$ cat src/core/bscan_cfg.svh
// Purpose: Offsets, field positions, reset values and timing counts of the pin scan block
// Assumes: 8-bit register bus, 4-bit instruction register
// Notes:   Definitions only
`ifndef BSCAN_CFG_SVH
`define BSCAN_CFG_SVH

// Register offsets
`define BSC_ADDR_W          4
`define BSC_OFF_MCU_CONTROL 4'h0
`define BSC_OFF_RESET_SRC   4'h1
`define BSC_OFF_IRQ_STATUS  4'h2
`define BSC_OFF_IRQ_MASK    4'h3

// Control register fields
`define BSC_BIT_PORT_DIS    7
`define BSC_BIT_PULL_DIS    4
`define BSC_CTRL_RW_MASK    8'h13
`define BSC_CTRL_RESET      8'h00

// Reset source fields
`define BSC_BIT_TEST_RST    4
`define BSC_BIT_WDOG_RST    3
`define BSC_BIT_BOUT_RST    2
`define BSC_BIT_EXT_RST     1
`define BSC_BIT_PWR_RST     0
`define BSC_RSTSRC_RESET    8'h00

// Interrupt fields
`define BSC_IRQ_W           3
`define BSC_IRQ_CAPTURE     0
`define BSC_IRQ_UPDATE      1
`define BSC_IRQ_CORE_RST    2

// Instruction codes
`define BSC_IR_EXTEST       4'h0
`define BSC_IR_SAMPLE       4'h2
`define BSC_IR_CORE_RST     4'hC

// Timed double write window for the port disable bit
`define BSC_DIS_WINDOW_CYC  3'h4

`endif

$ cat src/core/bscan_pkg.sv
// Purpose: Types shared by the pin scan block
// Assumes: Link signals are sampled by the system clock
// Notes:   Numbers live in bscan_cfg.svh
package bscan_pkg;

  // Test link levels as seen after the synchroniser
  typedef struct packed {
    logic       tck;
    logic       tdi;
    logic       capture_dr;
    logic       shift_dr;
    logic       update_dr;
    logic [3:0] ir;
  } tap_link_t;

  // Timed double write of the port disable bit
  typedef enum logic [1:0] {
    DIS_IDLE  = 2'b01,
    DIS_ARMED = 2'b10
  } dis_state_t;

endpackage

$ cat src/core/bscan_cell.sv
// Purpose: Two-stage boundary cell for one bidirectional pin
// Assumes: Strobes are one system clock long and never overlap
// Notes:   Value stage sits nearer the input end, control stage feeds serial_out
`timescale 1ns/1ps
module bscan_cell (
  input  wire logic clk_in,
  input  wire logic rst_b_in,
  input  wire logic clk_en_in,
  input  wire logic capture_en_in,
  input  wire logic shift_en_in,
  input  wire logic update_en_in,
  input  wire logic serial_in,
  input  wire logic cap_control_in,
  input  wire logic cap_value_in,
  output logic      serial_out,
  output logic      upd_control_out,
  output logic      upd_value_out
);

  logic stage_value;
  logic stage_control;

  // Capture or shift toward the low end, low bit leaves first
  always_ff @(posedge clk_in or negedge rst_b_in) begin
    if (!rst_b_in) begin
      stage_value   <= 1'b0;
      stage_control <= 1'b0;
    end else if (clk_en_in && capture_en_in) begin
      stage_value   <= cap_value_in;
      stage_control <= cap_control_in;
    end else if (clk_en_in && shift_en_in) begin
      stage_value   <= serial_in;
      stage_control <= stage_value;
    end
  end

  // Update latches hold the values driven out under external test
  always_ff @(posedge clk_in or negedge rst_b_in) begin
    if (!rst_b_in) begin
      upd_control_out <= 1'b0;
      upd_value_out   <= 1'b0;
    end else if (clk_en_in && update_en_in) begin
      upd_control_out <= stage_control;
      upd_value_out   <= stage_value;
    end
  end

  assign serial_out = stage_control;

endmodule // bscan_cell

$ cat src/core/bscan_pins.sv
// Purpose: Boundary scan of the port pins and reset pin, with test reset flag and port disable
// Assumes: Test port state levels and instruction arrive from the tap controller on its own clock
// Notes:   Operation summary below
// Operation
// - A core reset caused by a one in the test reset register sets the test reset flag at bit 4.
// - Power-on reset or a software write of zero clears the test reset flag.
// - The chain can drive and observe every port pin and observe the reset pin; analog controls are not in the chain.
// - Pull-ups are off while the instruction is external test or sample/preload.
// - Each pin carries control, output and input through a two-stage shift register.
// - Without scan, cell values follow input pin, port bit and direction, pull-up is derived.
// - Alternate functions sit outside the cell so capture sees the real pin level.
// - Digital controls into analog circuits are forced off during scan.
// - The system clock is not sent to a pin under external test or sample/preload.
// - Sample capture never samples the system clock on its pin.
// - An observe-only cell captures the active-low reset pin and never drives it.
// - Instruction code 0x0 selects the boundary chain between test in and test out.
// - Update under external test applies the update latches to the pins.
// - All scan registers shift least significant bit first in and out.
`timescale 1ns/1ps
`include "bscan_cfg.svh"
module bscan_pins import bscan_pkg::*; #(
  parameter int N_PINS   = 8,
  parameter int N_ANALOG = 2,
  parameter int CLK_PIN  = 7
) (
  input  wire logic                  clk_in,
  input  wire logic                  rst_b_in,
  input  wire logic                  clk_en_in,
  input  wire logic [`BSC_ADDR_W-1:0] addr_in,
  input  wire logic [7:0]            wdata_in,
  input  wire logic                  wr_in,
  input  wire logic                  rd_in,
  output logic      [7:0]            rdata_out,
  output logic                       irq_out,
  input  wire logic                  tck_in,
  input  wire logic                  tdi_in,
  input  wire logic                  capture_dr_in,
  input  wire logic                  shift_dr_in,
  input  wire logic                  update_dr_in,
  input  wire logic [3:0]            ir_in,
  output logic                       tdo_out,
  output logic                       jtag_port_disable_out,
  output logic                       core_reset_out,
  input  wire logic                  power_on_event_in,
  input  wire logic                  external_event_in,
  input  wire logic                  brownout_event_in,
  input  wire logic                  watchdog_event_in,
  input  wire logic                  reset_pin_b_in,
  input  wire logic [N_PINS-1:0]     port_output_bit_in,
  input  wire logic [N_PINS-1:0]     pin_direction_bit_in,
  input  wire logic [N_PINS-1:0]     pad_in,
  output logic      [N_PINS-1:0]     pad_out,
  output logic      [N_PINS-1:0]     pad_oe_out,
  output logic      [N_PINS-1:0]     pin_pullup_enable_out,
  input  wire logic                  clock_output_fuse_in,
  output logic                       clock_output_en_out,
  input  wire logic [N_ANALOG-1:0]   analog_ctrl_in,
  output logic      [N_ANALOG-1:0]   analog_ctrl_out
);

  localparam int LW = $bits(tap_link_t);
  localparam int SW = LW + N_PINS + 1;

  // Synchroniser for everything outside the clock domain
  logic [SW-1:0] sync_a;
  logic [SW-1:0] sync_b;
  logic [SW-1:0] sync_c;
  logic [SW-1:0] sync_st;
  wire  [SW-1:0] raw_in   = {tck_in, tdi_in, capture_dr_in, shift_dr_in, update_dr_in, ir_in,
                             reset_pin_b_in, pad_in};
  wire  [SW-1:0] agree    = ~(sync_b ^ sync_c);
  wire  [SW-1:0] next_st  = (agree & sync_c) | (~agree & sync_st);

  always_ff @(posedge clk_in or negedge rst_b_in) begin
    if (!rst_b_in) begin
      sync_a  <= '0;
      sync_b  <= '0;
      sync_c  <= '0;
      sync_st <= '0;
    end else if (clk_en_in) begin
      sync_a  <= raw_in;
      sync_b  <= sync_a;
      sync_c  <= sync_b;
      sync_st <= next_st;
    end
  end

  // Decoded link view
  tap_link_t link;
  tap_link_t link_old;
  assign link     = tap_link_t'(next_st[SW-1 -: LW]);
  assign link_old = tap_link_t'(sync_st[SW-1 -: LW]);
  wire              rst_pin_b = next_st[N_PINS];
  wire [N_PINS-1:0] pad_level = next_st[N_PINS-1:0];

  // Register file state
  logic [7:0]              mcu_control;
  logic [7:0]              reset_source_status;
  logic [`BSC_IRQ_W-1:0]   irq_status;
  logic [`BSC_IRQ_W-1:0]   irq_mask;
  logic                    port_dis;

  // Instruction decode, ignored entirely while the port is disabled
  wire tck_rise   = link.tck & ~link_old.tck & ~port_dis;
  wire tck_fall   = ~link.tck & link_old.tck & ~port_dis;
  wire ir_extest  = (link.ir == `BSC_IR_EXTEST) & ~port_dis;
  wire ir_sample  = (link.ir == `BSC_IR_SAMPLE) & ~port_dis;
  wire ir_corerst = (link.ir == `BSC_IR_CORE_RST) & ~port_dis;
  wire scan_sel   = ir_extest | ir_sample;
  wire cap_en     = tck_rise & link.capture_dr & scan_sel;
  wire shift_en   = tck_rise & link.shift_dr & scan_sel;
  wire upd_en     = tck_fall & link.update_dr & scan_sel;
  wire pull_dis   = mcu_control[`BSC_BIT_PULL_DIS];

  // Chain: pin cells low, reset observe cell on top
  logic              rst_cell;
  logic [N_PINS:0]   chain_link;
  logic [N_PINS-1:0] upd_control;
  logic [N_PINS-1:0] upd_value;
  logic [N_PINS-1:0] cap_value;
  assign chain_link[N_PINS] = rst_cell;

  genvar gi;
  generate
    for (gi = 0; gi < N_PINS; gi++) begin : g_cell
      // Clock pin captures the port bit while the clock fuse is set, never the running clock
      if (gi == CLK_PIN) begin : g_clk
        assign cap_value[gi] = clock_output_fuse_in ? port_output_bit_in[gi] : pad_level[gi];
      end else begin : g_pad
        assign cap_value[gi] = pad_level[gi];       // Real pin level, alternates sit outside
      end
      bscan_cell u_cell (
        .clk_in          (clk_in),
        .rst_b_in        (rst_b_in),
        .clk_en_in       (clk_en_in),
        .capture_en_in   (cap_en),
        .shift_en_in     (shift_en),
        .update_en_in    (upd_en),
        .serial_in       (chain_link[gi+1]),
        .cap_control_in  (pin_direction_bit_in[gi]),
        .cap_value_in    (cap_value[gi]),
        .serial_out      (chain_link[gi]),
        .upd_control_out (upd_control[gi]),
        .upd_value_out   (upd_value[gi])
      );
    end
  endgenerate

  // Observe-only reset cell: captured, shifted, never driven back
  always_ff @(posedge clk_in or negedge rst_b_in) begin
    if (!rst_b_in) begin
      rst_cell <= 1'b0;
    end else if (clk_en_in && cap_en) begin
      rst_cell <= rst_pin_b;
    end else if (clk_en_in && shift_en) begin
      rst_cell <= link.tdi;
    end
  end

  // One-bit core reset register and bypass bit
  logic core_rst_reg;
  logic bypass_reg;
  always_ff @(posedge clk_in or negedge rst_b_in) begin
    if (!rst_b_in) begin
      core_rst_reg <= 1'b0;
      bypass_reg   <= 1'b0;
    end else if (clk_en_in && tck_rise && link.shift_dr) begin
      core_rst_reg <= ir_corerst ? link.tdi : core_rst_reg;
      bypass_reg   <= link.tdi;
    end else if (clk_en_in && tck_rise && link.capture_dr) begin
      bypass_reg   <= 1'b0;
    end
  end

  // Test out changes on the falling link edge, low bit first
  wire next_tdo = scan_sel ? chain_link[0] : (ir_corerst ? core_rst_reg : bypass_reg);
  always_ff @(posedge clk_in or negedge rst_b_in) begin
    if (!rst_b_in) begin
      tdo_out <= 1'b0;
    end else if (clk_en_in && tck_fall) begin
      tdo_out <= next_tdo;
    end
  end

  // Pin drive: latches under external test, port logic otherwise
  wire [N_PINS-1:0] next_pad_oe   = ir_extest ? upd_control : pin_direction_bit_in;
  wire [N_PINS-1:0] next_pad_out  = ir_extest ? upd_value : port_output_bit_in;
  wire [N_PINS-1:0] next_pullup   = scan_sel ? '0 :
                                    ({N_PINS{~pull_dis}} & ~pin_direction_bit_in & port_output_bit_in);
  wire              next_clk_en   = clock_output_fuse_in & ~scan_sel;
  wire [N_ANALOG-1:0] next_analog = scan_sel ? '0 : analog_ctrl_in;

  // Outputs registered so pads see no decode glitches
  always_ff @(posedge clk_in or negedge rst_b_in) begin
    if (!rst_b_in) begin
      pad_oe_out            <= '0;
      pad_out               <= '0;
      pin_pullup_enable_out <= '0;
      clock_output_en_out   <= 1'b0;
      analog_ctrl_out       <= '0;
      core_reset_out        <= 1'b0;
    end else if (clk_en_in) begin
      pad_oe_out            <= next_pad_oe;
      pad_out               <= next_pad_out;
      pin_pullup_enable_out <= next_pullup;
      clock_output_en_out   <= next_clk_en;
      analog_ctrl_out       <= next_analog;
      core_reset_out        <= ir_corerst & core_rst_reg;
    end
  end

  // Bus decode
  wire wr_ctl   = wr_in && (addr_in == `BSC_OFF_MCU_CONTROL);
  wire wr_src   = wr_in && (addr_in == `BSC_OFF_RESET_SRC);
  wire wr_stat  = wr_in && (addr_in == `BSC_OFF_IRQ_STATUS);
  wire wr_mask  = wr_in && (addr_in == `BSC_OFF_IRQ_MASK);
  wire core_req = ir_corerst & core_rst_reg;

  // Timed double write guards the disable bit against stray stores
  dis_state_t dis_state;
  logic [2:0] dis_cnt;
  logic       dis_pend;
  always_ff @(posedge clk_in or negedge rst_b_in) begin
    if (!rst_b_in) begin
      dis_state <= DIS_IDLE;
      dis_cnt   <= 3'h0;
      dis_pend  <= 1'b0;
      port_dis  <= 1'b0;
    end else if (clk_en_in) begin
      case (dis_state)
        DIS_IDLE: begin
          if (wr_ctl && (wdata_in[`BSC_BIT_PORT_DIS] != port_dis)) begin
            dis_state <= DIS_ARMED;
            dis_pend  <= wdata_in[`BSC_BIT_PORT_DIS];
            dis_cnt   <= `BSC_DIS_WINDOW_CYC;
          end
        end
        DIS_ARMED: begin
          if (wr_ctl) begin
            port_dis  <= (wdata_in[`BSC_BIT_PORT_DIS] == dis_pend) ? dis_pend : port_dis;
            dis_state <= DIS_IDLE;
          end else if (dis_cnt == 3'h0) begin
            dis_state <= DIS_IDLE;
          end else begin
            dis_cnt   <= dis_cnt - 3'h1;
          end
        end
        default: dis_state <= DIS_IDLE;
      endcase
    end
  end

  // Plain control bits; the disable bit mirrors the committed value
  always_ff @(posedge clk_in or negedge rst_b_in) begin
    if (!rst_b_in) begin
      mcu_control <= `BSC_CTRL_RESET;
    end else if (clk_en_in) begin
      mcu_control <= ((wr_ctl ? wdata_in : mcu_control) & `BSC_CTRL_RW_MASK)
                     | ({7'h00, port_dis} << `BSC_BIT_PORT_DIS);
    end
  end
  assign jtag_port_disable_out = mcu_control[`BSC_BIT_PORT_DIS];

  // Reset sources: zero written clears, a fresh event wins over the clear
  wire [7:0] src_events = {3'h0, core_req, watchdog_event_in, brownout_event_in,
                           external_event_in, power_on_event_in};
  wire [7:0] src_kept   = wr_src ? (reset_source_status & wdata_in) : reset_source_status;
  wire [7:0] src_por    = power_on_event_in ? ~(8'h01 << `BSC_BIT_TEST_RST) : 8'hFF;
  wire [7:0] next_src   = (src_kept & src_por) | src_events;
  always_ff @(posedge clk_in or negedge rst_b_in) begin
    if (!rst_b_in) begin
      reset_source_status <= `BSC_RSTSRC_RESET;
    end else if (clk_en_in) begin
      reset_source_status <= next_src;
    end
  end

  // Sticky interrupt events, write one to clear, set wins
  logic core_req_old;
  wire [`BSC_IRQ_W-1:0] irq_ev   = {core_req & ~core_req_old, upd_en, cap_en};
  wire [`BSC_IRQ_W-1:0] next_irq = (irq_status & ~(wr_stat ? wdata_in[`BSC_IRQ_W-1:0] : '0)) | irq_ev;
  always_ff @(posedge clk_in or negedge rst_b_in) begin
    if (!rst_b_in) begin
      irq_status   <= '0;
      irq_mask     <= '0;
      core_req_old <= 1'b0;
      irq_out      <= 1'b0;
    end else if (clk_en_in) begin
      irq_status   <= next_irq;
      irq_mask     <= wr_mask ? wdata_in[`BSC_IRQ_W-1:0] : irq_mask;
      core_req_old <= core_req;
      irq_out      <= |(next_irq & irq_mask);
    end
  end

  // Read data one cycle after the strobe, unmapped reads zero
  wire [7:0] rd_mux = (addr_in == `BSC_OFF_MCU_CONTROL) ? mcu_control :
                      (addr_in == `BSC_OFF_RESET_SRC)   ? reset_source_status :
                      (addr_in == `BSC_OFF_IRQ_STATUS)  ? {5'h00, irq_status} :
                      (addr_in == `BSC_OFF_IRQ_MASK)    ? {5'h00, irq_mask} : 8'h00;
  always_ff @(posedge clk_in or negedge rst_b_in) begin
    if (!rst_b_in) begin
      rdata_out <= 8'h00;
    end else if (clk_en_in) begin
      rdata_out <= rd_in ? rd_mux : 8'h00;
    end
  end

  // Checks
  test_flag_set_a: assert property (@(posedge clk_in) disable iff (!rst_b_in)
    clk_en_in && core_req |=> reset_source_status[`BSC_BIT_TEST_RST])
    else $error("test reset flag not set");
  test_flag_por_a: assert property (@(posedge clk_in) disable iff (!rst_b_in)
    clk_en_in && power_on_event_in && !core_req |=> !reset_source_status[`BSC_BIT_TEST_RST])
    else $error("test reset flag survived power-on");
  pullup_scan_a: assert property (@(posedge clk_in) disable iff (!rst_b_in)
    clk_en_in && scan_sel |=> pin_pullup_enable_out == '0)
    else $error("pull-up on during scan");
  pullup_rule_a: assert property (@(posedge clk_in) disable iff (!rst_b_in)
    clk_en_in && !scan_sel |=> pin_pullup_enable_out ==
      ($past({N_PINS{~pull_dis}}) & ~$past(pin_direction_bit_in) & $past(port_output_bit_in)))
    else $error("pull-up does not follow port settings");
  clock_pin_a: assert property (@(posedge clk_in) disable iff (!rst_b_in)
    clk_en_in && scan_sel |=> !clock_output_en_out)
    else $error("clock sent to pin during scan");
  analog_off_a: assert property (@(posedge clk_in) disable iff (!rst_b_in)
    clk_en_in && scan_sel |=> analog_ctrl_out == '0)
    else $error("analog control active during scan");
  extest_drive_a: assert property (@(posedge clk_in) disable iff (!rst_b_in)
    clk_en_in && ir_extest |=> pad_oe_out == $past(upd_control) && pad_out == $past(upd_value))
    else $error("pins not driven from update latches");
  normal_drive_a: assert property (@(posedge clk_in) disable iff (!rst_b_in)
    clk_en_in && !ir_extest |=> pad_oe_out == $past(pin_direction_bit_in)
      && pad_out == $past(port_output_bit_in))
    else $error("pins not driven from port logic");
  disabled_idle_a: assert property (@(posedge clk_in) disable iff (!rst_b_in)
    clk_en_in && port_dis |=> $stable(tdo_out) && !core_reset_out)
    else $error("scan active while port disabled");
  cover_capture: cover property (@(posedge clk_in) disable iff (!rst_b_in) cap_en ##[1:200] shift_en);
  cover_update: cover property (@(posedge clk_in) disable iff (!rst_b_in) ir_extest && upd_en);
  cover_core_rst: cover property (@(posedge clk_in) disable iff (!rst_b_in) core_req);
  cover_disable: cover property (@(posedge clk_in) disable iff (!rst_b_in) $rose(port_dis));

endmodule // bscan_pins

$ cat config.mk
export PLATFORM = sky130hd
export DESIGN_NAME = bscan_pins
export DESIGN_NICKNAME = d
export VERILOG_FILES = /design/src/core/bscan_pkg.sv /design/src/core/bscan_cell.sv /design/src/core/bscan_pins.sv
export VERILOG_INCLUDE_DIRS = /design/src /design/src/core
export SDC_FILE = /design/constraint.sdc
export NUM_CORES = 1
export LEC_CHECK = 0
export CAP_MARGIN = 30
export CORE_MARGIN = 4
export CORE_UTILIZATION = 63
export DETAILED_ROUTE_END_ITERATION = 10
export DONT_BUFFER_PORTS = 1
export PLACE_DENSITY = 0.79
export SLEW_MARGIN = 10
export SYNTH_ARGS = -nofsm -noshare
export SYNTH_HDL_FRONTEND = slang
export SYNTH_SLANG_ARGS = --single-unit
$ cat constraint.sdc
create_clock -name clk_in -period 2.3 [get_ports clk_in]
set_input_delay 0.23 -clock clk_in [delete_from_list [all_inputs] [get_ports clk_in]]
set_output_delay 0.23 -clock clk_in [all_outputs]
set_load 0.05 [all_outputs]
### Word-level counts from Yosys, hierarchy flattened

Cells that the tools add are included.

| word-level totals | value |
|---|---|
| register bits after elaboration | 174 |
| input bits | 58 |

| operators by class | value |
|---|---|
| $add $sub $neg | 1 |
| equal/unequal tests | 13 |
| multiplexer cells | 60 |
| bitwise logic cells | 40 |
| reduce and logical (&&, ||, !) cells | 25 |

Operators with widths:

| operator | number |
|---|---|
| $mux 8 | 7 |
| $mux 1 | 39 |
| $and 18x18->18 | 2 |
| $not 18->18 | 2 |
| $and 8x8->8 | 4 |
| $mux 3 | 6 |
| $or 18x18->18 | 1 |
| $xor 18x18->18 | 1 |
| $and 1x1->1 | 16 |
| $eq 4x2->1 const B | 3 |
| $logic_and 1x1->1 | 12 |
| $mux 5 | 2 |
| $logic_not 4->1 | 2 |
| $mux 2 | 4 |
| $not 8->8 | 1 |
| $or 5x8->8 | 1 |
| $or 8x5->8 | 1 |
| $and 3x3->3 | 2 |
| $ne 2x2->1 const B | 3 |
| $not 1->1 | 6 |
| $pmux 3 s2 | 1 |
| $reduce_and 3->1 | 2 |
| $reduce_bool 2->1 | 3 |
| $reduce_and 5->1 | 1 |
| 16 further kinds | 17 |

### Logic depth before layout (Yosys ltp)

Gate-level depths: netlist (run 1).

| depth | value |
|---|---|
| word-level depth | 13 |
| mapped depth | 8 |

### Modules after synthesis

Synthesis (run 1) repeated with hierarchy kept, for this count alone.

| second synthesis, totals | value |
|---|---|
| cells, all modules | 656 |
| area total of the unflattened synthesis | 7514.7 um^2 |

By module, submodules not included:

| module | times used | cells each | area each (um^2) |
|---|---|---|---|
| bscan_pins | 1 | 520 | 6083.3 |
| bscan_cell | 8 | 17 | 178.9 |

### Least setup slack after synthesis (run 1)

Ideal clock, no wire load.

| timing path | value |
|---|---|
| path type | register to register |
| from | reg port_dis |
| to | reg g_cell[2].u_cell.upd_control_out |
| data arrival time | 1.724 ns |
| required time | 2.173 ns |
| setup slack | 0.449 ns |
| cell stages (with the launch flop) | 8 |
| path buffers | 2 |
| clock period less this slack | 1.851 ns |
| cell sequence | dfrtp_1 buf_4 nor3_4 o2111a_2 nand2_2 nor2_8 buf_6 mux2_1 |

| between the ends | value |
|---|---|
| longest elaborated chain between the ends | 5 |
| elaborated cells on any way between the ends | 8 |
| those cells by class | 7 x bitwise; 1 x reduce/logical |

Ends and longest elaborated chain:

| item | RTL line | source |
|---|---|---|
| from (decl) | bscan_pins.sv:101 | `logic port_dis;` |
| from (signal assigned) | bscan_pins.sv:240 | `` port_dis <= (wdata_in[`BSC_BIT_PORT_DIS] == dis_pend) ? dis_pend : port_dis; `` |
| $not 1->1 (*) | bscan_pins.sv:105, bscan_pins.sv:106, bscan_pins.sv:107 |  |
| $and 1x1->1, on equally long branches | bscan_pins.sv:105, bscan_pins.sv:106, bscan_pins.sv:107 |  |
| $and 1x1->1 / $or 1x1->1 (equally long branches) | bscan_pins.sv:112, bscan_pins.sv:109 |  |
| $and 1x1->1 (*) | bscan_pins.sv:112 | `wire upd_en = tck_fall & link.update_dr & scan_sel;` |
| $logic_and 1x1->1 (*) | bscan_cell.sv:42 | `end else if (clk_en_in && update_en_in) begin` |
| to (signal assigned) | bscan_cell.sv:43 | `upd_control_out <= stage_control;` |
| to (decl) | bscan_cell.sv:16 | `output logic upd_control_out,` |

Every way passes the cells marked *; elsewhere a longest branch is shown, timed or not.
A chain may end at the register's enable or synchronous reset.

### Worst setup path after layout (run 1)

| timing path | value |
|---|---|
| from | reg sync_c[10] |
| to | reg core_req_old |

| between the ends | value |
|---|---|
| longest elaborated chain between the ends | 8 |
| elaborated cells on any way between the ends | 9 |
| those cells by class | 1 x eq/ne; 8 x bitwise |

Ends and longest elaborated chain:

| item | RTL line | source |
|---|---|---|
| from (decl) | bscan_pins.sv:67 | `logic [SW-1:0] sync_c;` |
| from (signal assigned) | bscan_pins.sv:83 | `sync_c <= sync_b;` |
| $xor 18x18->18 | bscan_pins.sv:71 | `wire [SW-1:0] agree = ~(sync_b ^ sync_c);` |
| $not 18->18 | bscan_pins.sv:71 |  |
| $not 18->18 | bscan_pins.sv:72 | `wire [SW-1:0] next_st = (agree & sync_c) \| (~agree & sync_st);` |
| $and 18x18->18 | bscan_pins.sv:72 |  |
| $or 18x18->18 (*) | bscan_pins.sv:72 |  |
| $eq 4x4->1 (no line) (*) | -- |  |
| $and 1x1->1 (*) | bscan_pins.sv:108 | `` wire ir_corerst = (link.ir == `BSC_IR_CORE_RST) & ~port_dis; `` |
| $and 1x1->1 (*) | bscan_pins.sv:217 | `wire core_req = ir_corerst & core_rst_reg;` |
| to (signal assigned) | bscan_pins.sv:291 | `core_req_old <= core_req;` |
| to (decl) | bscan_pins.sv:279 | `logic core_req_old;` |

Marked as above.

==> out/results.ini, run 1 <==
[sta]
finalCritPeriodShare_pct=93.3
setup_tns_ps=0
fin_crit_ps=2150
finalWorstSetupSlack_ps=154
clock_skew_ps=7.33
maxSlewViolCount=0
maxSlewHeadroom_pct=59.5
tightest_slew_ps=608
grt_setup_unrepaired=false
timing.hold.ws_ps=-505
setup_viol=0
hold_violations=170
max_freq_mhz=466

[global_route]
overflow=0
grt_pass1_vias=5447
grt_pass1_wl_um=27500
grt_max_degree=171
antenna_found_initial=0
grt_usage_pct=26.6

[critical_path]
path_buf_inv=1
end_kind=flop
cpPeakStageDelay_ps=560
path_cells=maj3_2, o21bai_1, nor3_2, nand3_2, o21ai_0, dlygate4sd3_1
critical_path_required_ps=2660
worst_path_max_delay_cell=dlygate4sd3_1
critical_path.top_delay_family=buffers and inverters
worstSetupStartpointType=flop
critical_path_class=flop to flop
critical_path_arrival_ps=2510
cp_max_fo=4

[floorplanning]
core_um2=11500
die_y_um=116
rows=39
die_x_um=116
pin_count=97
start_util_pct=64.7
die_area_um2=13600

[layout]
fin_util_pct=77.0
fin_cells=846
antenna_cells=0
layout-area-overhead-vs-synth_pct=19.1
drive_above_1_share_pct=14.8
layout.nets=751

[job]
maxCapViolCount=0

[logic_synthesis]
synth_ff_type=dfrtp_1
synthTopCellsByCount=dfrtp_1 (169), o21ai_0 (59), mux2_2 (52)
synth_top_area_share_pct=57.0
ys.warnings.count=0
syn_area_um2=7420
ys_types=61
synth-seq-cells=170
synth.area.top_cells=dfrtp_1 (57%), mux2_2 (7.9%), o21ai_0 (4.0%), mux2i_1 (2.6%), a21oi_1 (2.5%)
synth_nets=688
ys_async_sr_fraction_pct=100
syn_inst=628
ys_seq_area_share_pct=57.4
synth_edf_count=0
synth.most_common_cell=dfrtp_1
synth.avg_cell_area_um2=11.8
yosysTopAreaCell=dfrtp_1

[detailed_routing]
vias=5275
first_pass_iters=5
viasPerCell=6.24
drt_iter0_markers=438
ant_nets=0
drc=0
wl_per_cell_um=20.0
finalWirelength_um=17000

[clock_tree]
hold_buffers=71
clk_latency_ps=430
cts_sinks=170
htree_levels=4
clock_path_buffers=2
cts_tree=yes
cts_buffers=17
cts_root_buffer=clkbuf_16
cts.clk_slew.worst_paths_ps=60

[pwr]
irDropWorstVdd_v=0.000829
power_density_nw_per_um2=1030
cellLeakagePower_nw=3.86

[place]
dp_slack_ps=253
io_buffers=0
place_hpwl_um=9770
place_inst=744
gp_routability_congestion=0.809

[run_status]
violations=hold timing
run_status=finished, violations left

[worst_hold_path]
hp-class=input port to asynchronous set/reset pin

[cells in the final DEF, fill, tap and decap left out, types with 12 or more instances in the layout]
cell type / synthesis / layout
nor2_1: 32 / 32
dlygate4sd3_1: 0 / 70
o2bb2ai_1: 16 / 16
mux2_2: 52 / 52
mux2_1: 16 / 16
a2bb2oi_1: 17 / 17
maj3_1: 12 / 12
o21ai_0: 59 / 59
a21oi_1: 37 / 37
nand2_1: 44 / 44
clkbuf_16: 0 / 17
dfrtp_1: 169 / 168
inv_1: 28 / 28
mux2i_1: 19 / 19
o22ai_1: 17 / 17
[through the flow]
step | power [mW] | cell area, um2 | hold slack (ps)
after global placement | 5.85 | 7480 | -61.7
after detailed placement | 5.98 | 7480 | -61.6
after floorplan | 5.62 | 7420 | -65.6
after CTS | 9.07 | 8820 | -513
final | 9.08 | 8830 | -505
after global routing | 9.51 | 8830 | -530
[worst reg2reg max path: stages (launching register included)]
cell           delay, ps
dfrtp_1              410
maj3_2               380
o21bai_1             210
nor3_2               230
nand3_2              190
o21ai_0              110
dlygate4sd3_1        560
[worst paths after layout]
path / from / endpoint / slack [ps] / depth (start not counted)
min reg2reg: mcu_control[1] / mcu_control[1] / 490 / 2
min in group clk_in: addr_in[0] / rdata_out[7] / 10 / 2
max reg2reg: sync_c[10] / core_req_old / 150 / 6
min: rst_b_in / pin_pullup_enable_out[3] / -510 / 0
max: sync_c[10] / core_req_old / 150 / 6
max in group asynchronous: rst_b_in / dis_state[0] / 2480 / 0
[cell families after synthesis]
kind of cell | count (synthesis) | share of synthesized area (%)
adders and majority gates | 15 | 2.11
buffers and inverters | 59 | 3.36
xor gates and xnor gates | 1 | 0.118
DFF | 170 | 57.4
AOI/OAI and AO/OA | 171 | 14.9
muxes | 89 | 13.5
and+or+nand+nor | 123 | 8.67
[routing by layer]
metal  part of all wire (%)  track usage (%)
met5                      0                0
met2                     49             42.4
met3                    6.8             6.94
met1                     42             34.8
met4                    2.4             11.0
[report_power, final]
part	switching, mW	total [mW]	internal, mW
logic	0.711	1.51	0.802
clock network	1.12	2.97	1.84
registers	0.946	4.61	3.66
[final cells by class]
type | instances | area, um2
Clock inverter | 7 | 113
Timing Repair Buffer | 75 | 758
Multi-Input combinational cell | 399 | 2920
Inverter | 28 | 105
Sequential cell | 170 | 4260
Clock buffer | 24 | 502
Fill cell | 709 | 2640
Tap cell | 143 | 179
[repair_timing]
action | in CTS | in global routing
setup endpoints to repair | 0 | 1
resized for setup | 0 | 2
hold endpoints to repair | 278 | 170
buffers inserted | 0 | 0
(Power assumes the default switching activity.)
==> run 2: changes to the inputs <==
--- a/config.mk
+++ b/config.mk
@@ -7,11 +7,14 @@
 export NUM_CORES = 1
 export LEC_CHECK = 0
 export CAP_MARGIN = 30
+export CELL_PAD_IN_SITES_DETAIL_PLACEMENT = 1
+export CELL_PAD_IN_SITES_GLOBAL_PLACEMENT = 1
 export CORE_MARGIN = 4
-export CORE_UTILIZATION = 63
+export CORE_UTILIZATION = 51
+export CTS_CLUSTER_SIZE = 20
 export DETAILED_ROUTE_END_ITERATION = 10
 export DONT_BUFFER_PORTS = 1
-export PLACE_DENSITY = 0.79
+export PLACE_DENSITY_LB_ADDON = 0.1
 export SLEW_MARGIN = 10
 export SYNTH_ARGS = -nofsm -noshare
 export SYNTH_HDL_FRONTEND = slang
==> run 2 against run 1 <==
  * The run still ends with hold timing left
  * First-iteration DRC count shrank 28%
  * Non-clock buffer count shrank 2
  * Global-route usage shrank 3.7 points
  * Cell count grew 4.0%
  * Flip-flop and latch count is the same
  * Register-to-register slack lost 70 ps
  * Design area shrank 0.28%
  * Maximum frequency shrank 3.2%
  * Critical endpoint unchanged
  * Highest routed layer unchanged
==> out/results.ini, run 2 (synthesis gave the netlist of run 1 again) <==
[place]
placed_cell_area_um2=7530
place_hpwl_um=10700
io_buffers=0
gp_routability_congestion=0.798

[floorplanning]
rows=43
start_util_pct=52.8
die_x_um=129
core_um2=14000
die_area_um2=16500
die_y_um=129
pin_count=97

[critical_path]
ff2ff_setup_slack_ps=80
worstSetupStartpointType=flop
critical_path_required_ps=2670
cp_max_fo=4
end_kind=flop
critical_path_arrival_ps=2590
critical_path_class=flop to flop

[layout]
drive_above_1_share_pct=14.4
final_cell_mix=dfrtp_1 (169), dlygate4sd3_1 (68), o21ai_0 (59)
layout_commonest_cell=dfrtp_1
layout.nets=749
antenna_cells=0
fin_area_um2=8800
layout-area-overhead-vs-synth_pct=18.7

[sta]
maxSlewHeadroom_pct=59.2
maxSlewViolCount=0
clock_skew_ps=10.9
fin_crit_ps=2220
setup_viol=0
finalCritPeriodShare_pct=96.4
tightest_slew_ps=612
grt_setup_unrepaired=false
hold_violations=170
setup_tns_ps=0
timing.hold.ws_ps=-503
max_freq_mhz=451

[global_route]
grt_usage_pct=22.9
grt_pass1_wl_um=30000
antenna_found_initial=0
overflow=0
grt_pass1_vias=5610
grt_max_degree=171

[run_status]
violations=hold timing
run_status=finished, violations left

[detailed_routing]
first_pass_iters=4
drc=0
wl_per_cell_um=20.6
finalWirelength_um=18200
drt_iter0_markers=315
ant_nets=0
vias=5211
viasPerCell=5.92

[job]
maxCapViolCount=0

[clock_tree]
clk_latency_ps=430
post_cts_buffers=0
cts_tree=yes
hold_buffers=69
cts_sinks=170
clock_path_buffers=2
cts.clk_slew.worst_paths_ps=70
htree_levels=4
cts_buffers=17
cts_root_buffer=clkbuf_16

[worst_hold_path]
hp-class=input port to asynchronous set/reset pin

[pwr]
power_density_nw_per_um2=1010
cellLeakagePower_nw=3.83
irDropWorstVdd_v=0.000633

## run 2: cell count changes in the layout (fill, tap and decap cells not counted)
| cell | before | now |
|---|---|---|
| nand3_1 | 10 | 11 |
| clkinvlp_4 | 1 | 2 |
| bufinv_16 | 3 | 2 |
| dfrtp_1 | 168 | 169 |
| dfrtp_2 | 1 | 0 |
| nand3_2 | 1 | 0 |
| clkbuf_8 | 5 | 3 |
| clkinv_2 | 3 | 4 |
| dlygate4sd3_1 | 70 | 68 |
## run 2: layout make-up
class	count	area [um2]
repair buffers	73	738
well taps	180	225
clock buffers	22	474
inverters	28	105
fillers	1422	5240
multi-input cells	399	2910
flip-flops and latches	170	4260
clock inverters	8	95.1
## run 2: report_power, final
group | leakage, nW | switching [mW] | internal, mW | total (mW)
registers | 2.10 | 0.951 | 3.66 | 4.61
clock network | 0.278 | 1.13 | 1.66 | 2.80
logic | 1.45 | 0.709 | 0.800 | 1.51
total | 3.83 | 2.79 | 6.12 | 8.92
## run 2: worst max-delay path, cell delays in order (launching register included)
cell	delay [ps]
dfrtp_1	400
maj3_2	390
o21bai_1	210
nor3_2	250
nand3_1	240
o21ai_0	120
dlygate4sd3_1	560
## run 2: worst paths after layout
check / start / to / cells after the start
max in group asynchronous: rst_b_in / sync_c[9] / 0
hold / removal: rst_b_in / pin_pullup_enable_out[5] / 0
setup / recovery: sync_b[10] / core_req_old / 6
setup reg to reg: sync_b[10] / core_req_old / 6
hold reg to reg: g_cell[3].u_cell.upd_control_out / g_cell[3].u_cell.upd_control_out / 1
min in group clk_in: wdata_in[3] / reset_source_status[3] / 2
## run 2: per-layer routing
layer	up-vias	global-route usage (%)	share of wire [%]
met2	120	37.3	48
met3	24	4.90	5.5
met1	2686	31.3	45
li1	2381	-	-
met5	-	0	0
met4	0	6.61	1.5
## run 2: per-stage QoR
step	utilization, %	instances	setup slack, ps	total power [mW]
5_1_grt	62.7	880	1.55	9.36
2_1_floorplan	-	628	449	5.62
4_1_cts	62.7	880	69.7	8.97
3_3_place_gp	53.6	781	340	5.88
6_report	62.7	880	83.5	8.92
3_5_place_dp	53.6	781	232	6.01
## run 2: what timing repair did
item / CTS / global route
endpoints found under the hold margin: 279 / 170
endpoints found under the setup margin: 0 / 0
resized for setup: 0 / 0
